$ cat src/include/eap_params.svh
// offsets, field positions, reset values and counts of the serial audio pin block
`ifndef EAP_PARAMS_SVH
`define EAP_PARAMS_SVH

// ----------------------------------------------------------------
// register byte offsets
// ----------------------------------------------------------------
`define EAP_OFS_CTRL 8'h00
`define EAP_OFS_RXCK 8'h04
`define EAP_OFS_TXCK 8'h08
`define EAP_OFS_STAT 8'h0C
`define EAP_OFS_TXDATA 8'h10
`define EAP_OFS_RXDATA 8'h14
`define EAP_OFS_GDIR 8'h18
`define EAP_OFS_GOUT 8'h1C
`define EAP_OFS_GIN 8'h20

// ----------------------------------------------------------------
// common_control_register fields
// ----------------------------------------------------------------
`define EAP_CTRL_SYNC 0
`define EAP_CTRL_BUFE 1
`define EAP_CTRL_NET 2
`define EAP_CTRL_PORT_EN 3
`define EAP_CTRL_OFLAG0 4
`define EAP_CTRL_OFLAG1 5
`define EAP_CTRL_A_TX 6
`define EAP_CTRL_B_TX 7
`define EAP_CTRL_TX_EN 8
`define EAP_CTRL_RX_EN 9
`define EAP_CTRL_MASK 32'h000003FF

// ----------------------------------------------------------------
// clock control fields, shared by receiver and transmitter
// ----------------------------------------------------------------
`define EAP_CCR_CKD 0
`define EAP_CCR_FSD 1
`define EAP_CCR_DIV_LSB 8
`define EAP_CCR_DIV_MSB 15
`define EAP_CCR_MASK 32'h0000FF03

// ----------------------------------------------------------------
// common_status_register fields
// ----------------------------------------------------------------
`define EAP_STAT_IFLAG0 0
`define EAP_STAT_IFLAG1 1
`define EAP_STAT_FULL 2
`define EAP_STAT_RXV 3

// ----------------------------------------------------------------
// reset values, framing and sizes
// ----------------------------------------------------------------
`define EAP_RESET_WORD 32'h00000000
`define EAP_GDIR_MASK 32'h00000FFF
`define EAP_GOUT_MASK 32'h0000003F
`define EAP_FRAME_LAST 5'h1F
`define EAP_SLOT_LAST 4'hF
`define EAP_FIFO_DEPTH 8
`define EAP_FIFO_WIDTH 32
`define EAP_NPINS 6

// pin indices
`define EAP_PIN_RXC 0
`define EAP_PIN_RXS 1
`define EAP_PIN_TXC 2
`define EAP_PIN_TXS 3
`define EAP_PIN_DA 4
`define EAP_PIN_DB 5

`endif

$ cat src/include/eap_pkg.sv
// types of the serial audio pin block
package eap_pkg;

	typedef enum logic [0:0]
	{
		EAP_BUS_IDLE = 1'b0,
		EAP_BUS_DATA = 1'b1
	} eap_bus_state_t;

	typedef enum logic [1:0]
	{
		EAP_GPIO_OFF = 2'b00,
		EAP_GPIO_IN = 2'b01,
		EAP_GPIO_OUT = 2'b11
	} eap_gpio_mode_t;

endpackage

$ cat src/rtl/eap_pins.sv
// pin-role logic, serial engine, tx fifo and ahb-lite registers of the second audio port
//
// Added by the designer: the AHB-Lite register port and the placing of the registers.
`timescale 1ns/1ps
`include "eap_params.svh"

// ----------------------------------------------------------------
// tx fifo
// ----------------------------------------------------------------
module eap_fifo #(
	parameter int WIDTH = `EAP_FIFO_WIDTH,
	parameter int DEPTH = `EAP_FIFO_DEPTH
) (
	input wire logic clk_sys,
	input wire logic reset_n,
	input wire logic in_valid,
	output logic in_ready,
	input wire logic [WIDTH-1:0] in_data,
	output logic out_valid,
	input wire logic out_ready,
	output logic [WIDTH-1:0] out_data
);
	localparam int AW = $clog2(DEPTH);
	logic [WIDTH-1:0] mem_reg [DEPTH];
	logic [AW:0] wr_ptr_reg;
	logic [AW:0] rd_ptr_reg;
	logic do_push;
	logic do_pop;

	assign in_ready = (wr_ptr_reg[AW-1:0] != rd_ptr_reg[AW-1:0]) || (wr_ptr_reg[AW] == rd_ptr_reg[AW]);
	assign out_valid = (wr_ptr_reg != rd_ptr_reg);
	assign out_data = mem_reg[rd_ptr_reg[AW-1:0]];
	assign do_push = in_valid && in_ready;
	assign do_pop = out_valid && out_ready;

	always_ff @(posedge clk_sys)
	begin
		if (do_push)
		begin
			mem_reg[wr_ptr_reg[AW-1:0]] <= in_data;
		end
	end

	always_ff @(posedge clk_sys or negedge reset_n)
	begin
		if (!reset_n)
		begin
			wr_ptr_reg <= '0;
			rd_ptr_reg <= '0;
		end
		else
		begin
			if (do_push)
			begin
				wr_ptr_reg <= wr_ptr_reg + 1'b1;
			end
			if (do_pop)
			begin
				rd_ptr_reg <= rd_ptr_reg + 1'b1;
			end
		end
	end
endmodule

// Operation
// - async mode: rx sync pin frames receivers
// - sync mode: rx sync is flag1 or buffer enable
// - flag1 direction follows rx_sync_direction
// - output flag1 updates at frame or slot
// - input flag1 captured at frame or slot
// - rx clock pin: receiver clock, or flag0
// - flag0 direction follows rx_clock_direction
// - output flag0 updates at frame or slot
// - input flag0 captured at frame or slot
// - tx sync frames tx, plus rx when synchronous
// - tx sync direction follows tx_sync_direction
// - tx clock clocks tx, plus rx when synchronous
// - data pin a: shifter five out, zero in
// - data pin b: shifter four out, one in
// - gpio per pin; reset leaves all disconnected
module eap_pins (
	input wire logic clk_sys,
	input wire logic reset_n,
	input wire logic hsel,
	input wire logic [31:0] haddr,
	input wire logic [1:0] htrans,
	input wire logic hwrite,
	input wire logic [2:0] hsize,
	input wire logic [31:0] hwdata,
	input wire logic hready,
	output logic [31:0] hrdata,
	output logic hreadyout,
	output logic hresp,
	input wire logic port_pin_rx_clock_in,
	output logic port_pin_rx_clock_out,
	output logic port_pin_rx_clock_oe,
	input wire logic port_pin_rx_sync_in,
	output logic port_pin_rx_sync_out,
	output logic port_pin_rx_sync_oe,
	input wire logic port_pin_tx_clock_in,
	output logic port_pin_tx_clock_out,
	output logic port_pin_tx_clock_oe,
	input wire logic port_pin_tx_sync_in,
	output logic port_pin_tx_sync_out,
	output logic port_pin_tx_sync_oe,
	input wire logic port_pin_data_a_in,
	output logic port_pin_data_a_out,
	output logic port_pin_data_a_oe,
	input wire logic port_pin_data_b_in,
	output logic port_pin_data_b_out,
	output logic port_pin_data_b_oe
);
	import eap_pkg::*;

	function automatic logic gpio_drives(input logic [1:0] mode);
		gpio_drives = (mode == EAP_GPIO_OUT);
	endfunction

	function automatic logic gpio_listens(input logic [1:0] mode);
		gpio_listens = (mode == EAP_GPIO_IN);
	endfunction

	// ----------------------------------------------------------------
	// registers and decoded controls
	// ----------------------------------------------------------------
	logic [31:0] ctrl_reg;
	logic [31:0] rxck_reg;
	logic [31:0] txck_reg;
	logic [31:0] gdir_reg;
	logic [31:0] gout_reg;
	logic synchronous_mode_select;
	logic tx_buffer_enable_select;
	logic network_mode;
	logic port_enable;
	logic tx_enable;
	logic rx_enable;
	logic rx_clock_direction;
	logic rx_sync_direction;
	logic tx_clock_direction;
	logic tx_sync_direction;

	assign synchronous_mode_select = ctrl_reg[`EAP_CTRL_SYNC];
	assign tx_buffer_enable_select = ctrl_reg[`EAP_CTRL_BUFE];
	assign network_mode = ctrl_reg[`EAP_CTRL_NET];
	assign port_enable = ctrl_reg[`EAP_CTRL_PORT_EN];
	assign tx_enable = ctrl_reg[`EAP_CTRL_TX_EN];
	assign rx_enable = ctrl_reg[`EAP_CTRL_RX_EN];
	assign rx_clock_direction = rxck_reg[`EAP_CCR_CKD];
	assign rx_sync_direction = rxck_reg[`EAP_CCR_FSD];
	assign tx_clock_direction = txck_reg[`EAP_CCR_CKD];
	assign tx_sync_direction = txck_reg[`EAP_CCR_FSD];

	// ----------------------------------------------------------------
	// input synchronisers
	// ----------------------------------------------------------------
	logic [`EAP_NPINS-1:0] pin_in;
	logic [`EAP_NPINS-1:0] meta_reg;
	logic [`EAP_NPINS-1:0] sync_reg;

	assign pin_in = {port_pin_data_b_in, port_pin_data_a_in, port_pin_tx_sync_in,
		port_pin_tx_clock_in, port_pin_rx_sync_in, port_pin_rx_clock_in};

	// meta_reg is read only by sync_reg
	always_ff @(posedge clk_sys or negedge reset_n)
	begin
		if (!reset_n)
		begin
			meta_reg <= '0;
			sync_reg <= '0;
		end
		else
		begin
			meta_reg <= pin_in;
			sync_reg <= meta_reg;
		end
	end

	// ----------------------------------------------------------------
	// bit clock dividers: index 0 receiver, 1 transmitter
	// ----------------------------------------------------------------
	logic [7:0] div_cnt_reg [2];
	logic gen_clk_reg [2];
	logic [7:0] div_val [2];
	logic div_run [2];

	assign div_val[0] = rxck_reg[`EAP_CCR_DIV_MSB:`EAP_CCR_DIV_LSB];
	assign div_val[1] = txck_reg[`EAP_CCR_DIV_MSB:`EAP_CCR_DIV_LSB];
	assign div_run[0] = rx_enable && !synchronous_mode_select;
	assign div_run[1] = tx_enable;

	generate
		for (genvar d = 0; d < 2; d++)
		begin : g_div
			always_ff @(posedge clk_sys or negedge reset_n)
			begin
				if (!reset_n)
				begin
					div_cnt_reg[d] <= 8'h00;
					gen_clk_reg[d] <= 1'b0;
				end
				else if (!div_run[d])
				begin
					div_cnt_reg[d] <= 8'h00;
					gen_clk_reg[d] <= 1'b0;
				end
				else if (div_cnt_reg[d] >= div_val[d])
				begin
					div_cnt_reg[d] <= 8'h00;
					gen_clk_reg[d] <= !gen_clk_reg[d];
				end
				else
				begin
					div_cnt_reg[d] <= div_cnt_reg[d] + 8'h01;
				end
			end
		end
	endgenerate

	// ----------------------------------------------------------------
	// bit clock edges
	// ----------------------------------------------------------------
	logic tx_clk_now;
	logic rx_clk_now;
	logic tx_clk_prev_reg;
	logic rx_clk_prev_reg;
	logic tx_rise;
	logic rx_rise;

	// external clocks are only seen after synchronising; limits link rate to about clk/4
	assign tx_clk_now = tx_clock_direction ? gen_clk_reg[1] : sync_reg[`EAP_PIN_TXC];
	assign rx_clk_now = rx_clock_direction ? gen_clk_reg[0] : sync_reg[`EAP_PIN_RXC];
	assign tx_rise = tx_clk_now && !tx_clk_prev_reg;
	assign rx_rise = rx_clk_now && !rx_clk_prev_reg;

	always_ff @(posedge clk_sys or negedge reset_n)
	begin
		if (!reset_n)
		begin
			tx_clk_prev_reg <= 1'b0;
			rx_clk_prev_reg <= 1'b0;
		end
		else
		begin
			tx_clk_prev_reg <= tx_clk_now;
			rx_clk_prev_reg <= rx_clk_now;
		end
	end

	// ----------------------------------------------------------------
	// transmitter
	// ----------------------------------------------------------------
	logic [4:0] tx_cnt_reg;
	logic [4:0] tx_cnt_next;
	logic [15:0] tx_shift_five_reg;
	logic [15:0] tx_shift_four_reg;
	logic tx_step;
	logic tx_slot_start;
	logic tx_frame_start;
	logic tx_fs_ext;
	logic tx_fs_int;
	logic fifo_in_valid;
	logic fifo_in_ready;
	logic fifo_out_valid;
	logic [31:0] fifo_out_data;

	assign tx_fs_ext = !tx_sync_direction && sync_reg[`EAP_PIN_TXS];
	assign tx_fs_int = tx_sync_direction && tx_enable && (tx_cnt_reg == 5'h00);
	assign tx_cnt_next = (tx_fs_ext || tx_cnt_reg == `EAP_FRAME_LAST) ? 5'h00 : tx_cnt_reg + 5'h01;
	assign tx_step = tx_rise && tx_enable;
	assign tx_slot_start = tx_step && (tx_cnt_next[3:0] == 4'h0);
	assign tx_frame_start = tx_step && (tx_cnt_next == 5'h00);

	always_ff @(posedge clk_sys or negedge reset_n)
	begin
		if (!reset_n)
		begin
			tx_cnt_reg <= `EAP_FRAME_LAST;
			tx_shift_five_reg <= 16'h0000;
			tx_shift_four_reg <= 16'h0000;
		end
		else if (tx_step)
		begin
			tx_cnt_reg <= tx_cnt_next;
			if (tx_slot_start)
			begin
				// an empty fifo sends silence rather than stale data
				tx_shift_five_reg <= fifo_out_valid ? fifo_out_data[15:0] : 16'h0000;
				tx_shift_four_reg <= fifo_out_valid ? fifo_out_data[31:16] : 16'h0000;
			end
			else
			begin
				tx_shift_five_reg <= {tx_shift_five_reg[14:0], 1'b0};
				tx_shift_four_reg <= {tx_shift_four_reg[14:0], 1'b0};
			end
		end
	end

	eap_fifo #(.WIDTH(`EAP_FIFO_WIDTH), .DEPTH(`EAP_FIFO_DEPTH)) u_fifo (
		.clk_sys(clk_sys),
		.reset_n(reset_n),
		.in_valid(fifo_in_valid),
		.in_ready(fifo_in_ready),
		.in_data(hwdata),
		.out_valid(fifo_out_valid),
		.out_ready(tx_slot_start),
		.out_data(fifo_out_data)
	);

	// ----------------------------------------------------------------
	// receiver
	// ----------------------------------------------------------------
	logic [4:0] rx_cnt_reg;
	logic [4:0] rx_pos;
	logic [15:0] rx_shift_zero_reg;
	logic [15:0] rx_shift_one_reg;
	logic [15:0] rx_zero_next;
	logic [15:0] rx_one_next;
	logic [31:0] rx_data_reg;
	logic rx_valid_reg;
	logic rx_edge;
	logic rx_fs;
	logic rx_step;
	logic rx_word_done;
	logic rx_data_read;
	logic a_is_tx;
	logic b_is_tx;

	assign a_is_tx = ctrl_reg[`EAP_CTRL_A_TX];
	assign b_is_tx = ctrl_reg[`EAP_CTRL_B_TX];
	assign rx_edge = synchronous_mode_select ? tx_rise : rx_rise;
	always_comb
	begin
		if (synchronous_mode_select)
		begin
			rx_fs = tx_sync_direction ? (tx_cnt_reg == 5'h00) : sync_reg[`EAP_PIN_TXS];
		end
		else
		begin
			rx_fs = rx_sync_direction ? (rx_cnt_reg == 5'h00) : sync_reg[`EAP_PIN_RXS];
		end
	end
	assign rx_step = rx_edge && rx_enable;
	assign rx_pos = rx_fs ? 5'h00 : rx_cnt_reg;
	assign rx_word_done = rx_step && (rx_pos[3:0] == `EAP_SLOT_LAST);
	assign rx_zero_next = {rx_shift_zero_reg[14:0], !a_is_tx && sync_reg[`EAP_PIN_DA]};
	assign rx_one_next = {rx_shift_one_reg[14:0], !b_is_tx && sync_reg[`EAP_PIN_DB]};

	always_ff @(posedge clk_sys or negedge reset_n)
	begin
		if (!reset_n)
		begin
			rx_cnt_reg <= 5'h00;
			rx_shift_zero_reg <= 16'h0000;
			rx_shift_one_reg <= 16'h0000;
			rx_data_reg <= `EAP_RESET_WORD;
		end
		else if (rx_step)
		begin
			rx_cnt_reg <= rx_pos + 5'h01;
			rx_shift_zero_reg <= rx_zero_next;
			rx_shift_one_reg <= rx_one_next;
			if (rx_word_done)
			begin
				rx_data_reg <= {rx_one_next, rx_zero_next};
			end
		end
	end

	// a new word wins over a read that clears the flag in the same cycle
	always_ff @(posedge clk_sys or negedge reset_n)
	begin
		if (!reset_n)
		begin
			rx_valid_reg <= 1'b0;
		end
		else if (rx_word_done)
		begin
			rx_valid_reg <= 1'b1;
		end
		else if (rx_data_read)
		begin
			rx_valid_reg <= 1'b0;
		end
	end

	// ----------------------------------------------------------------
	// serial flags, aligned to frame or slot
	// ----------------------------------------------------------------
	logic flag_align;
	logic oflag0_reg;
	logic oflag1_reg;
	logic iflag0_reg;
	logic iflag1_reg;

	assign flag_align = synchronous_mode_select && (network_mode ? tx_slot_start : tx_frame_start);

	always_ff @(posedge clk_sys or negedge reset_n)
	begin
		if (!reset_n)
		begin
			oflag0_reg <= 1'b0;
			oflag1_reg <= 1'b0;
			iflag0_reg <= 1'b0;
			iflag1_reg <= 1'b0;
		end
		else if (flag_align)
		begin
			oflag0_reg <= ctrl_reg[`EAP_CTRL_OFLAG0];
			oflag1_reg <= ctrl_reg[`EAP_CTRL_OFLAG1];
			if (!rx_clock_direction)
			begin
				iflag0_reg <= sync_reg[`EAP_PIN_RXC];
			end
			if (!rx_sync_direction && !tx_buffer_enable_select)
			begin
				iflag1_reg <= sync_reg[`EAP_PIN_RXS];
			end
		end
	end

	// ----------------------------------------------------------------
	// pin roles
	// ----------------------------------------------------------------
	logic [`EAP_NPINS-1:0] pin_out_next;
	logic [`EAP_NPINS-1:0] pin_oe_next;
	logic [`EAP_NPINS-1:0] pin_out_reg;
	logic [`EAP_NPINS-1:0] pin_oe_reg;
	logic [`EAP_NPINS-1:0] gpio_drv;
	logic [`EAP_NPINS-1:0] gpio_in_val;

	generate
		for (genvar p = 0; p < `EAP_NPINS; p++)
		begin : g_gpio
			assign gpio_drv[p] = gpio_drives(gdir_reg[2*p+1:2*p]);
			assign gpio_in_val[p] = gpio_listens(gdir_reg[2*p+1:2*p]) && sync_reg[p];
		end
	endgenerate

	always_comb
	begin
		if (!port_enable)
		begin
			pin_out_next = gout_reg[`EAP_NPINS-1:0];
			pin_oe_next = gpio_drv;
		end
		else
		begin
			pin_oe_next[`EAP_PIN_RXC] = rx_clock_direction;
			pin_out_next[`EAP_PIN_RXC] = synchronous_mode_select ? oflag0_reg : gen_clk_reg[0];
			pin_oe_next[`EAP_PIN_RXS] = rx_sync_direction;
			if (!synchronous_mode_select)
			begin
				pin_out_next[`EAP_PIN_RXS] = rx_enable && (rx_cnt_reg == 5'h00);
			end
			else if (tx_buffer_enable_select)
			begin
				pin_out_next[`EAP_PIN_RXS] = tx_enable;
			end
			else
			begin
				pin_out_next[`EAP_PIN_RXS] = oflag1_reg;
			end
			pin_oe_next[`EAP_PIN_TXC] = tx_clock_direction;
			pin_out_next[`EAP_PIN_TXC] = gen_clk_reg[1];
			pin_oe_next[`EAP_PIN_TXS] = tx_sync_direction;
			pin_out_next[`EAP_PIN_TXS] = tx_fs_int;
			pin_oe_next[`EAP_PIN_DA] = a_is_tx && tx_enable;
			pin_out_next[`EAP_PIN_DA] = tx_shift_five_reg[15];
			pin_oe_next[`EAP_PIN_DB] = b_is_tx && tx_enable;
			pin_out_next[`EAP_PIN_DB] = tx_shift_four_reg[15];
		end
	end

	always_ff @(posedge clk_sys or negedge reset_n)
	begin
		if (!reset_n)
		begin
			pin_out_reg <= '0;
			pin_oe_reg <= '0;
		end
		else
		begin
			pin_out_reg <= pin_out_next;
			pin_oe_reg <= pin_oe_next;
		end
	end

	assign port_pin_rx_clock_out = pin_out_reg[`EAP_PIN_RXC];
	assign port_pin_rx_clock_oe = pin_oe_reg[`EAP_PIN_RXC];
	assign port_pin_rx_sync_out = pin_out_reg[`EAP_PIN_RXS];
	assign port_pin_rx_sync_oe = pin_oe_reg[`EAP_PIN_RXS];
	assign port_pin_tx_clock_out = pin_out_reg[`EAP_PIN_TXC];
	assign port_pin_tx_clock_oe = pin_oe_reg[`EAP_PIN_TXC];
	assign port_pin_tx_sync_out = pin_out_reg[`EAP_PIN_TXS];
	assign port_pin_tx_sync_oe = pin_oe_reg[`EAP_PIN_TXS];
	assign port_pin_data_a_out = pin_out_reg[`EAP_PIN_DA];
	assign port_pin_data_a_oe = pin_oe_reg[`EAP_PIN_DA];
	assign port_pin_data_b_out = pin_out_reg[`EAP_PIN_DB];
	assign port_pin_data_b_oe = pin_oe_reg[`EAP_PIN_DB];

	// ----------------------------------------------------------------
	// ahb-lite slave, one wait state (more for a write to a full fifo) so read data is never stale
	// ----------------------------------------------------------------
	eap_bus_state_t bus_state_reg;
	logic d_write_reg;
	logic [7:0] d_addr_reg;
	logic [31:0] hrdata_reg;
	logic hreadyout_reg;
	logic [31:0] status_word;
	logic [31:0] read_word;
	logic d_done;

	assign hrdata = hrdata_reg;
	assign hreadyout = hreadyout_reg;
	assign hresp = 1'b0;
	assign fifo_in_valid = (bus_state_reg == EAP_BUS_DATA) && d_write_reg && (d_addr_reg == `EAP_OFS_TXDATA);
	// a full fifo stalls the bus until a slot drains a word
	assign d_done = !fifo_in_valid || fifo_in_ready;
	assign rx_data_read = (bus_state_reg == EAP_BUS_DATA) && !d_write_reg && (d_addr_reg == `EAP_OFS_RXDATA);

	always_comb
	begin
		status_word = 32'h00000000;
		status_word[`EAP_STAT_IFLAG0] = iflag0_reg;
		status_word[`EAP_STAT_IFLAG1] = iflag1_reg;
		status_word[`EAP_STAT_FULL] = !fifo_in_ready;
		status_word[`EAP_STAT_RXV] = rx_valid_reg;
		case (d_addr_reg)
			`EAP_OFS_CTRL: read_word = ctrl_reg;
			`EAP_OFS_RXCK: read_word = rxck_reg;
			`EAP_OFS_TXCK: read_word = txck_reg;
			`EAP_OFS_STAT: read_word = status_word;
			`EAP_OFS_RXDATA: read_word = rx_data_reg;
			`EAP_OFS_GDIR: read_word = gdir_reg;
			`EAP_OFS_GOUT: read_word = gout_reg;
			`EAP_OFS_GIN: read_word = {26'h0000000, gpio_in_val};
			default: read_word = 32'h00000000;
		endcase
	end

	always_ff @(posedge clk_sys or negedge reset_n)
	begin
		if (!reset_n)
		begin
			bus_state_reg <= EAP_BUS_IDLE;
			d_write_reg <= 1'b0;
			d_addr_reg <= 8'h00;
			hrdata_reg <= `EAP_RESET_WORD;
			hreadyout_reg <= 1'b1;
		end
		else
		begin
			case (bus_state_reg)
				EAP_BUS_IDLE:
				begin
					if (hsel && htrans[1] && hready)
					begin
						bus_state_reg <= EAP_BUS_DATA;
						d_write_reg <= hwrite;
						d_addr_reg <= {haddr[7:2], 2'b00};
						hreadyout_reg <= 1'b0;
					end
				end
				EAP_BUS_DATA:
				begin
					if (d_done)
					begin
						bus_state_reg <= EAP_BUS_IDLE;
						hreadyout_reg <= 1'b1;
						if (!d_write_reg)
						begin
							hrdata_reg <= read_word;
						end
					end
				end
				default:
				begin
					bus_state_reg <= EAP_BUS_IDLE;
					hreadyout_reg <= 1'b1;
				end
			endcase
		end
	end

	always_ff @(posedge clk_sys or negedge reset_n)
	begin
		if (!reset_n)
		begin
			ctrl_reg <= `EAP_RESET_WORD;
			rxck_reg <= `EAP_RESET_WORD;
			txck_reg <= `EAP_RESET_WORD;
			gdir_reg <= `EAP_RESET_WORD;
			gout_reg <= `EAP_RESET_WORD;
		end
		else if ((bus_state_reg == EAP_BUS_DATA) && d_write_reg)
		begin
			case (d_addr_reg)
				`EAP_OFS_CTRL: ctrl_reg <= hwdata & `EAP_CTRL_MASK;
				`EAP_OFS_RXCK: rxck_reg <= hwdata & `EAP_CCR_MASK;
				`EAP_OFS_TXCK: txck_reg <= hwdata & `EAP_CCR_MASK;
				`EAP_OFS_GDIR: gdir_reg <= hwdata & `EAP_GDIR_MASK;
				`EAP_OFS_GOUT: gout_reg <= hwdata & `EAP_GOUT_MASK;
				default: ctrl_reg <= ctrl_reg;
			endcase
		end
	end
endmodule

$ cat config.mk
export PLATFORM = sky130hd
export DESIGN_NAME = eap_pins
export DESIGN_NICKNAME = d
export VERILOG_FILES = /design/src/include/eap_pkg.sv /design/src/rtl/eap_pins.sv
export VERILOG_INCLUDE_DIRS = /design/src /design/src/include
export SDC_FILE = /design/constraint.sdc
export NUM_CORES = 1
export LEC_CHECK = 0
export ABC_CLOCK_PERIOD_IN_PS = 8000
export BUFFER_PORTS_ARGS = -buffer_cell sky130_fd_sc_hd__buf_2
export CELL_PAD_IN_SITES_DETAIL_PLACEMENT = 1
export CELL_PAD_IN_SITES_GLOBAL_PLACEMENT = 2
export CORE_MARGIN = 10
export CORE_UTILIZATION = 48
export CTS_CLUSTER_SIZE = 20
export DETAILED_ROUTE_END_ITERATION = 10
export PLACE_DENSITY_LB_ADDON = 0.1
export REMOVE_ABC_BUFFERS = 1
export SLEW_MARGIN = 20
export SYNTH_ARGS = -nofsm -noshare
export SYNTH_HDL_FRONTEND = slang
export SYNTH_SLANG_ARGS = --single-unit
$ cat constraint.sdc
create_clock -name clk_sys -period 8 [get_ports clk_sys]
set_input_delay 1.6 -clock clk_sys [delete_from_list [all_inputs] [get_ports clk_sys]]
set_output_delay 1.6 -clock clk_sys [all_outputs]
set_load 0.05 [all_outputs]
**After elaboration in Yosys (flattened, before gate mapping)**

Memories as Yosys holds them, arrays and structs flattened.
Index checks and enable logic that the tools add are counted.

- Register bits: 250
- RAM bits: 256
- Input port bits: 80
- Output and inout bits: 46
- Word-level logic and storage cells: 177
- Memories kept: 1

Memory list:

| name | words | bits a word | rd ports | clocked after Yosys merged registers in | write ports | RTL line | RTL |
|---|---|---|---|---|---|---|---|
| u_fifo.mem_reg | 8 | 32 | 1 | 0 | 1 | eap_pins.sv:24 | `logic [WIDTH-1:0] mem_reg [DEPTH];` |

- $add $sub $neg: 6
- Magnitude comparators: 2
- Equality and inequality tests: 29
- Muxes and demuxes: 37
- Bitwise gates (word level): 3
- Reduce and logical (&&, ||, !) cells: 65

Operators by type and width:

| kind | number |
|---|---|
| $pmux W32 S8 | 1 |
| $mux W16 | 4 |
| $logic_and A1 B1 Y1 | 32 |
| $mux W8 | 4 |
| $eq A6 B3 Y1 const B | 4 |
| $mux W1 | 22 |
| $reduce_and A2 Y1 | 10 |
| $add A8 B1 Y8 const B | 2 |
| $ge A8 B8 Y1 | 2 |
| $logic_not A5 Y1 | 3 |
| $logic_not A1 Y1 | 13 |
| $eq A2 B1 Y1 const B | 6 |
| $eq A2 B2 Y1 const B | 6 |
| $eq A6 B2 Y1 const B | 2 |
| $mux W6 | 2 |
| $add A5 B1 Y5 const B | 2 |
| $mux W5 | 2 |
| $add A4 B1 Y4 const B | 2 |
| $logic_not A8 Y1 | 1 |
| $eq A6 B1 Y1 const B | 1 |
| $eq A6 B4 Y1 const B | 1 |
| $ne A2 B1 Y1 const B | 3 |
| $eq A5 B5 Y1 const B | 1 |
| $eq A4 B4 Y1 const B | 1 |
| other kinds (10) | 15 |

**Depth between registers and ports, before layout**

Gate-level depths: netlist of the first run.

- Depth in word-level cells: 9
- Mapped depth: 14

**Cells and area by module**

A second synthesis of the first run with hierarchy kept.

- Cells, all modules: 1,414
- Area total of the unflattened synthesis: 21,229.1 um^2

By module, submodules not included:

| module | instances | cells each | area each (um^2) |
|---|---|---|---|
| eap_pins | 1 | 985 | 10,865.4 |
| eap_fifo | 1 | 429 | 10,363.7 |

**Worst setup path before layout of the first run**

OpenSTA, ideal clock, no wires.

- Path kind: reg-to-reg
- Start point: register u_fifo.rd_ptr_reg[1]
- End point: memory u_fifo.mem_reg[0][0] in the netlist's numbering, enable pin
- Arrival time: 3.616 ns
- Slack: 3.923 ns
- Stages on the path, launching flop included: 8
- Buffers on the path: 2
- Clock period less this slack: 4.077 ns
- Cell sequence: dfrtp_1 -> buf_2 -> xor2_1 -> nor4_2 -> and4b_1 -> buf_2 -> nand2b_1 -> nor3_1

- Cells in the longest elaborated chain, start to end: 5

Ends and longest elaborated chain:

| item | RTL line | RTL |
|---|---|---|
| start: declaration | eap_pins.sv:26 | `logic [AW:0] rd_ptr_reg;` |
| start signal: assignment | eap_pins.sv:59 | `rd_ptr_reg <= rd_ptr_reg + 1'b1;` |
| $ne A3 B3 Y1 | eap_pins.sv:30 | `assign in_ready = (wr_ptr_reg[AW-1:0] != rd_ptr_reg[AW-1:0]) \|\| (wr_ptr_reg[AW] == rd_ptr_reg[AW]);` |
| $logic_or A1 B1 Y1 | eap_pins.sv:30 |  |
| $logic_and A1 B1 Y1 | eap_pins.sv:33 | `assign do_push = in_valid && in_ready;` |
| $mux W1 | eap_pins.sv:38 | `if (do_push)` |
| $mux W1 (not written as such) | eap_pins.sv:40 | `mem_reg[wr_ptr_reg[AW-1:0]] <= in_data;` |
| end: declaration | eap_pins.sv:24 |  |

No other way between the ends.

**Worst setup path after layout of the first run**

- Start point: register u_fifo.rd_ptr_reg[0]
- End point: memory u_fifo.mem_reg[0][30] in the netlist's numbering, enable pin

Same word-level chain as after synthesis.

==> results of run 1 <==
## final timing paths
| check | start | endpoint | slack [ns] |
|---|---|---|---|
| setup / recovery | u_fifo.rd_ptr_reg[0]$_DFFE_PN0P_ | u_fifo.mem_reg[0][30]$_DFFE_PP_ | 4.28 |
| hold / removal | meta_reg[5]$_DFF_PN0_ | sync_reg[5]$_DFF_PN0_ | 0.34 |
| setup reg to reg | u_fifo.rd_ptr_reg[0]$_DFFE_PN0P_ | u_fifo.mem_reg[0][30]$_DFFE_PP_ | 4.28 |
| hold reg to reg | meta_reg[5]$_DFF_PN0_ | sync_reg[5]$_DFF_PN0_ | 0.34 |
| max in group asynchronous | reset_n | txck_reg[12]$_DFFE_PN0P_ | 5.64 |
| min in group asynchronous | reset_n | tx_shift_four_reg[3]$_DFFE_PN0P_ | 1.00 |
## per-stage QoR
stage / setup slack, ns / hold WS, ns
floorplan: 1.82 / 0.331
global placement: 4.17 / 0.334
detailed placement: 4.15 / 0.340
CTS: 4.14 / 0.354
global route: 3.96 / 0.357
finish: 4.28 / 0.343
## critical path, stage by stage (launching register included)
cell	delay, ns
dfrtp_4	0.87
xor2_1	0.36
nor4_2	0.15
and4b_1	0.48
nand2b_1	0.29
nor3_2	0.66
buf_4	0.52
## cells in the mapped netlist (all sizes together) (6+ instances only)
| master | instances |
|---|---|
| dfrtp | 244 |
| nor2 | 71 |
| clkbuf | 26 |
| nor2b | 14 |
| and3 | 10 |
| o21ai | 43 |
| nand2b | 7 |
| nand3 | 36 |
| mux2i | 43 |
| mux2 | 81 |
| a21oi | 79 |
| xor2 | 15 |
| nor3 | 15 |
| ha | 24 |
| inv | 27 |
| edfxtp | 256 |
| or3 | 30 |
| a222oi | 8 |
| xnor2 | 9 |
| buf | 52 |
| mux4 | 66 |
| nand2 | 186 |
| dfstp | 6 |
## cell families after synthesis
family	Yosys count	share of synthesized area
AND/OR/NAND/NOR	392	0.0886
flip-flops	506	0.669
adder cells (fa/ha/maj)	24	0.0144
XOR/XNOR	24	0.0101
other	1	0.000180
AO/OA/AOI/OAI	171	0.0505
buffers and inverters	105	0.0264
multiplexers	190	0.141
## where the power goes
part,internal (mW),switching [mW]
sequential,2.96,0.244
combinational,0.436,0.582
clock,1.35,0.986
total,4.75,1.81
## area by class of cell
cell class	count	area [um2]	area share
clock inverter	12	95.1	0.00405
tap	585	732	0.0312
inverter	27	101	0.00431
sequential	506	14000	0.594
clock buffer	83	1550	0.0659
timing repair buffer	116	658	0.0280
multi-input combinational	802	6400	0.272
antenna	1	2.50	0.000107
## per-layer routing
layer	global-route usage	vias up	routed length, um	part of all wire
met4	0.0454	2	838	0.017
met3	0.0365	56	1770	0.036
met2	0.318	165	24300	0.50
li1	-	5381	-	-
met1	0.245	6211	21600	0.45
met5	0	-	17	0.00035
==> impl_metrics.json, run 1 <==
{
  "clkLatencyLatePin_ns": 0.60,
  "n_fill_cell": 4173,
  "yosysSeqAreaShare": 0.669,
  "place_area_um2": 21800,
  "setup-violations-final": 0,
  "slew_headroom": 0.332,
  "fin_cells": 2132,
  "outcome": "complete, no violations",
  "post-route-min-period_ns": 3.72,
  "final_util": 0.547,
  "layout_common_cells": "edfxtp_1, dfrtp_1, nand2_1",
  "area_delta_synth_final_pct": 12.7,
  "skew_ns": 0.0120,
  "syn_area_per_cell_um2": 14.8,
  "grt_pass1_vias": 13007,
  "rows": 76,
  "rsz0062_at_grt": "false",
  "peakVddDrop_mv": 0.168,
  "hold_viol_final": 0,
  "cts_resized": 0,
  "total_power_mw": 6.56,
  "synthTopCellsByArea": "edfxtp_1, dfrtp_1, mux4_2",
  "grtUsageTotal": 0.187,
  "dp.cells": 2036,
  "cp.required_ns": 8.24,
  "ys_seq_elements": 506,
  "p_leak_nw": 9.35,
  "dr.pass1.iters": 6,
  "clock-sinks": 506,
  "io_buffers": 94,
  "final.setup.tns_ns": 0,
  "cts_tree": "done",
  "reg2reg_depth": 6,
  "grt_max_degree": 168,
  "die_w_um": 228,
  "worstHoldPathCells": 0,
  "nets": 1608,
  "syn_area_um2": 20800,
  "vias": 11815,
  "wirelength_um": 48500,
  "arrival_ns": 3.96,
  "io_pins": 126,
  "largest_register_ffs": 256,
  "tightest_slew_ns": 1.00,
  "hp-class": "flip-flop to flip-flop",
  "yosysTopAreaCell": "edfxtp_1",
  "setup.worst_path.class": "flip-flop to flip-flop",
  "cts-root-buf": "clkbuf_16",
  "crit_fanout": 33,
  "viasPerCell": 5.54,
  "drive_gt1_frac": 0.237,
  "globalRouteOverflowTotal": 0,
  "synth_enable_flop_cells": 256,
  "end_kind": "flip-flop",
  "core_area_um2": 43000,
  "max_cap_violations": 0,
  "antenna_found_initial": 2,
  "syn_inst": 1413,
  "htreeDepth": 2,
  "postCtsSetupBuffers": 0,
  "crit_path_start_kind": "flip-flop",
  "route.detailed.drc": 0,
  "post_drt_wl_per_cell_um": 22.7,
  "ys_types": 67,
  "first_iter_violations": 736,
  "final_area_um2": 23500,
  "async_reset_ff_frac": 0.494,
  "place_congestion": 0.822,
  "cts_inserted_buffers": 51,
  "synth_warnings": 0,
  "clock_path_buffers": 3,
  "ctsHoldBuffers": 0,
  "final_common_cell": "edfxtp_1",
  "dieArea_um2": 52200,
  "clkTransAtPathRegs_ns": 0.06,
  "synth_ff_type": "edfxtp_1",
  "grt_pass1_wl_um": 77200,
  "powerDensity_nw_per_um2": 279,
  "fin_crit_sh": 0.465,
  "initial_core_util": 0.485,
  "final_max_slew_viol_count": 0,
  "dp_hpwl_um": 29800,
  "postRouteAntennaNets": 0,
  "fmax_mhz": 269,
  "die_height_um": 228,
  "synth_top_area_share": 0.369
}
Note: power is estimated with default switching activity, not from simulation.
==> run 2, diff against run 1 <==
--- a/config.mk
+++ b/config.mk
@@ -6,12 +6,12 @@
 export SDC_FILE = /design/constraint.sdc
 export NUM_CORES = 1
 export LEC_CHECK = 0
-export ABC_CLOCK_PERIOD_IN_PS = 8000
+export ABC_CLOCK_PERIOD_IN_PS = 3200
 export BUFFER_PORTS_ARGS = -buffer_cell sky130_fd_sc_hd__buf_2
 export CELL_PAD_IN_SITES_DETAIL_PLACEMENT = 1
 export CELL_PAD_IN_SITES_GLOBAL_PLACEMENT = 2
 export CORE_MARGIN = 10
-export CORE_UTILIZATION = 48
+export CORE_UTILIZATION = 40
 export CTS_CLUSTER_SIZE = 20
 export DETAILED_ROUTE_END_ITERATION = 10
 export PLACE_DENSITY_LB_ADDON = 0.1
==> constraint.sdc (replaced) <==
create_clock -name clk_sys -period 3.2 [get_ports clk_sys]
set_input_delay 0.64 -clock clk_sys [delete_from_list [all_inputs] [get_ports clk_sys]]
set_output_delay 0.64 -clock clk_sys [all_outputs]
set_load 0.05 [all_outputs]
==> impl_metrics.json, run 2 (synthesis gave the netlist of run 1 again) <==
{
  "final.setup.tns_ns": 0,
  "die_w_um": 248,
  "viasPerCell": 5.31,
  "htreeDepth": 2,
  "crit_fanout": 14,
  "hp-class": "input pin to asynchronous set/reset pin",
  "tightest_slew_ns": 0.953,
  "io_buffers": 94,
  "io_pins": 126,
  "dp_hpwl_um": 32500,
  "rows": 83,
  "p_sw_frac": 0.279,
  "dr.pass1.iters": 5,
  "grt_pass1_vias": 13322,
  "final_common_cell": "edfxtp_1",
  "reg2reg_to": "rx_data_reg[17]$_DFFE_PN0P_",
  "diodes": 0,
  "die_height_um": 248,
  "p_leak_nw": 9.62,
  "postRouteAntennaNets": 0,
  "antenna_found_initial": 1,
  "wirelength_um": 52400,
  "rsz0062_at_grt": "false",
  "comb_power_share": 0.167,
  "skew_ns": 0.0153,
  "post-route-min-period_ns": 2.87,
  "fmax_mhz": 349,
  "clock_path_buffers": 3,
  "hold_viol_final": 0,
  "cp.required_ns": 3.68,
  "initial_core_util": 0.405,
  "seqPwrFrac": 0.471,
  "area_delta_synth_final_pct": 15.6,
  "clock_power_share": 0.362,
  "cts_resized": 0,
  "outcome": "complete, no violations",
  "layout_common_cells": "edfxtp_1, dfrtp_1, nand2_1",
  "fin_crit_sh": 0.896,
  "clkTransAtPathRegs_ns": 0.06,
  "powerDensity_nw_per_um2": 694,
  "setup.worst_path.class": "flip-flop to flip-flop",
  "grtUsageTotal": 0.172,
  "final_max_slew_viol_count": 0,
  "slew_headroom": 0.365,
  "reg2reg_setup_slack_ns": 0.33,
  "first_iter_violations": 556,
  "place_congestion": 0.790,
  "core_area_um2": 51500,
  "end_kind": "flip-flop",
  "nets": 1648,
  "clkLatencyLatePin_ns": 0.61,
  "route.detailed.drc": 0,
  "p_sw_mw": 4.66,
  "cts_tree": "done",
  "peakVddDrop_mv": 0.450,
  "post_drt_wl_per_cell_um": 23.1,
  "setup-violations-final": 0,
  "grt_pass1_wl_um": 81100,
  "crit_path_start_kind": "flip-flop",
  "clock-sinks": 506,
  "vias": 12063,
  "largest_register_ffs": 256,
  "regToRegStartpoint": "tx_cnt_reg[0]$_DFFE_PN1P_",
  "reg2reg_depth": 13,
  "postCtsSetupBuffers": 0,
  "final_util": 0.468,
  "drive_gt1_frac": 0.256,
  "p_int_mw": 12.1,
  "total_power_mw": 16.7,
  "dieArea_um2": 61700,
  "globalRouteOverflowTotal": 0,
  "grt_max_degree": 68,
  "cts-root-buf": "clkbuf_16",
  "max_cap_violations": 0,
  "ctsHoldBuffers": 0,
  "cts_inserted_buffers": 55,
  "arrival_ns": 3.35
}
run 2: metrics by stage:
step | instances | hold slack (ns) | cell area (um2) | setup WS, ns
final | 2270 | 0.0158 | 24100 | 0.332
after CTS | 2269 | 0.0326 | 24100 | 0.111
after global placement | 2165 | 0.333 | 22400 | 0.172
after detailed placement | 2166 | 0.336 | 22400 | 0.134
after global routing | 2270 | 0.0495 | 24100 | 0.106
after floorplan | 1335 | 0.331 | 20400 | -2.98
run 2: metal layers:
layer,vias up,wire length (um),global-route usage
li1,5469,-,-
met1,6347,23400,0.223
met2,167,26300,0.294
met3,78,1770,0.0281
met4,2,998,0.0476
met5,-,13,0
run 2: cell type report:
cell class	count	area, um2
multi-input combinational	803	6410
inverter	27	101
timing repair buffer	151	1070
clock inverter	19	128
sequential	506	14000
fill	5125	27400
clock buffer	84	1600
tap	680	851
run 2: worst max path at each step:
| stage | end | slack [ns] | cells after the start | start |
|---|---|---|---|---|
| floorplan | u_fifo.mem_reg[0][0]$_DFFE_PP_ | -2.98 | 5 | u_fifo.rd_ptr_reg[0]$_DFFE_PN0P_ |
| global placement | u_fifo.mem_reg[5][22]$_DFFE_PP_ | 0.17 | 6 | u_fifo.wr_ptr_reg[1]$_DFFE_PN0P_ |
| detailed placement | u_fifo.mem_reg[1][28]$_DFFE_PP_ | 0.13 | 7 | u_fifo.wr_ptr_reg[1]$_DFFE_PN0P_ |
| CTS | u_fifo.mem_reg[1][28]$_DFFE_PP_ | 0.11 | 7 | u_fifo.wr_ptr_reg[1]$_DFFE_PN0P_ |
| global route | rx_data_reg[26]$_DFFE_PN0P_ | 0.11 | 13 | tx_cnt_reg[0]$_DFFE_PN1P_ |
| finish | rx_data_reg[17]$_DFFE_PN0P_ | 0.33 | 13 | tx_cnt_reg[0]$_DFFE_PN1P_ |
run 2: power groups by stage:
stage	clock network, mW	registers [mW]	logic (mW)
floorplan	0	8.27	1.55
global placement	0	7.98	2.81
detailed placement	0	7.99	2.87
CTS	6.24	7.88	2.88
global route	6.50	7.95	3.11
finish	6.05	7.87	2.80
run 2: critical path, stage by stage, from the launching register on:
cell and delay, ns:
dfstp_2 0.56, inv_1 0.07, ha_1 0.20, nand2_1 0.07, or4_4 0.14, a31oi_4 0.12
nor2b_1 0.14, ha_1 0.21, nand2_1 0.09, nor2_1 0.22, nand2_4 0.13, nor2_8 0.26
buf_12 0.21, mux2_4 0.31
==> run 3, diff against run 2 <==
==> constraint.sdc (replaced) <==
create_clock -name clk_sys -period 3.2 [get_ports clk_sys]
set_input_delay 0.48 -clock clk_sys [delete_from_list [all_inputs] [get_ports clk_sys]]
set_output_delay 0.48 -clock clk_sys [all_outputs]
set_load 0.05 [all_outputs]
==> impl_metrics.json, run 3 (synthesis gave the netlist of run 1 again) <==
{
  "grt_util_met3": 0.0256,
  "nets": 1655,
  "die_w_um": 248,
  "cts_resized": 0,
  "place_congestion": 0.801,
  "slew_headroom": 0.321,
  "p_int_mw": 12.4,
  "outcome": "complete, no violations",
  "peakVddDrop_mv": 0.384,
  "setup.worst_path.class": "flip-flop to flip-flop",
  "drive_gt1_frac": 0.258,
  "final_util": 0.472,
  "met2_usage": 0.292,
  "worstHoldPathCells": 2,
  "antenna_found_initial": 2,
  "cp.required_ns": 3.68,
  "wirelength_um": 51500,
  "viasPerCell": 5.30,
  "comb_power_share": 0.165,
  "ctsHoldBuffers": 7,
  "end_kind": "flip-flop",
  "min_from": "haddr[3]",
  "cpPeakStageDelay_ns": 0.56,
  "rows": 83,
  "dieArea_um2": 61700,
  "postCtsSetupBuffers": 0,
  "htreeDepth": 2,
  "clkTransAtPathRegs_ns": 0.06,
  "area_delta_synth_final_pct": 16.5,
  "p_sw_frac": 0.273,
  "dr.pass1.iters": 5,
  "route.detailed.drc": 0,
  "setup_slack_ns": 0.318,
  "vias": 12078,
  "cts-root-buf": "clkbuf_16",
  "io_buffers": 94,
  "gr-usage-met1": 0.225,
  "crit_path_start_kind": "flip-flop",
  "final_common_cell": "edfxtp_1",
  "layout_common_cells": "edfxtp_1, dfrtp_1, nand2_1",
  "dp_hpwl_um": 32500,
  "reg2reg_depth": 13,
  "min_to": "d_addr_reg[3]$_DFFE_PN0P_",
  "clkLatencyLatePin_ns": 0.60,
  "fin_crit_sh": 0.900,
  "seqPwrFrac": 0.461,
  "skew_ns": 0.0225,
  "grt_max_degree": 73,
  "die_height_um": 248,
  "hp-class": "input pin to flip-flop",
  "cts_inserted_buffers": 55,
  "p_sw_mw": 4.65,
  "reg2reg_setup_slack_ns": 0.32,
  "path_cells": "inv_1 -> ha_1 -> nand2_1 -> or4_4 -> a31oi_4 -> nor2b_1 -> ha_1 -> nand2_1 -> nor2_1 -> nand2_4 -> nor2_8 -> buf_12 -> mux2_4",
  "io_pins": 126,
  "reg2reg_to": "rx_data_reg[23]$_DFFE_PN0P_",
  "globalRouteOverflowTotal": 0,
  "total_power_mw": 17.0,
  "rsz0062_at_grt": "false",
  "max_cap_violations": 0,
  "tightest_slew_ns": 1.02,
  "arrival_ns": 3.36,
  "hold_viol_final": 0,
  "powerDensity_nw_per_um2": 700,
  "first_iter_violations": 695,
  "grt_pass1_vias": 13260,
  "busiest_layer": "met2",
  "crit_fanout": 23,
  "initial_core_util": 0.405,
  "clock_power_share": 0.374,
  "p_leak_nw": 9.70,
  "setup-violations-final": 0,
  "cts_tree": "done",
  "post-route-min-period_ns": 2.88,
  "grt_pass1_wl_um": 80900,
  "postRouteAntennaNets": 0,
  "regToRegStartpoint": "tx_cnt_reg[0]$_DFFE_PN1P_",
  "core_area_um2": 51500,
  "final_max_slew_viol_count": 0,
  "post_drt_wl_per_cell_um": 22.6,
  "final.setup.tns_ns": 0,
  "clock_path_buffers": 3,
  "slowest_stage": "dfstp_2",
  "fmax_mhz": 347,
  "clock-sinks": 506,
  "pre_cts_slack_ns": 0.195,
  "largest_register_ffs": 256,
  "grtUsageTotal": 0.171
}
## run 3: cell count changes in the layout (fill, tap and decap cells not counted), sizes merged
cell,delta
bufinv,+3
diode,+2
dlygate4sd3,+7
inv,+3
nor2,-1
clkinv,-6
clkinvlp,+1
buf,+1
## run 3: power groups by stage
stage / Clock (mW) / Sequential (mW) / Combinational [mW]
5_1_grt: 6.81 / 7.92 / 3.14
2_1_floorplan: 0 / 8.27 / 1.55
3_5_place_dp: 0 / 7.97 / 2.89
3_3_place_gp: 0 / 7.96 / 2.82
6_report: 6.36 / 7.84 / 2.81
4_1_cts: 6.55 / 7.85 / 2.91
## run 3: worst max-delay path by stage
stage	slack, ns	cells past startpoint	to	start
floorplan	-2.98	5	u_fifo.mem_reg[0][0]$_DFFE_PP_	u_fifo.rd_ptr_reg[0]$_DFFE_PN0P_
global placement	0.21	6	u_fifo.mem_reg[4][28]$_DFFE_PP_	u_fifo.wr_ptr_reg[1]$_DFFE_PN0P_
detailed placement	0.20	6	u_fifo.mem_reg[4][1]$_DFFE_PP_	u_fifo.wr_ptr_reg[1]$_DFFE_PN0P_
CTS	0.17	6	u_fifo.mem_reg[4][26]$_DFFE_PP_	u_fifo.rd_ptr_reg[1]$_DFFE_PN0P_
global route	0.07	13	rx_data_reg[23]$_DFFE_PN0P_	tx_cnt_reg[1]$_DFFE_PN1P_
finish	0.32	13	rx_data_reg[23]$_DFFE_PN0P_	tx_cnt_reg[0]$_DFFE_PN1P_
## run 3: area by class of cell
class / count / area [um2]
inverter: 27 / 101
fill: 5160 / 27200
clock inverter: 20 / 213
multi-input combinational: 802 / 6400
tap: 680 / 851
antenna: 2 / 5.00
clock buffer: 84 / 1620
sequential: 506 / 14000
timing repair buffer: 159 / 1160
## run 3: per-stage QoR
| stage | instances | hold WS, ns | instance area, um2 |
|---|---|---|---|
| detailed placement | 2166 | 0.336 | 22400 |
| floorplan | 1335 | 0.184 | 20400 |
| global placement | 2166 | 0.335 | 22400 |
| CTS | 2277 | 0.0701 | 24300 |
| finish | 2280 | 0.113 | 24300 |
| global route | 2279 | 0.0901 | 24300 |
## run 3: worst max-delay path: cells and delay by family (launching register included)
kind                       cells  cell delay [ns]
buffers and inverters          2             0.33
AOI/OAI and AO/OA              1             0.10
muxes                          1             0.32
and+or+nand+nor                7             1.00
DFF                            1             0.56
adders and majority gates      2             0.42
## run 3: per-layer routing
layer  wire (um)  share of wire
met5          13        0.00025
met4         978          0.019
met3        1760          0.034
met2       25800           0.50
met1       23000           0.45
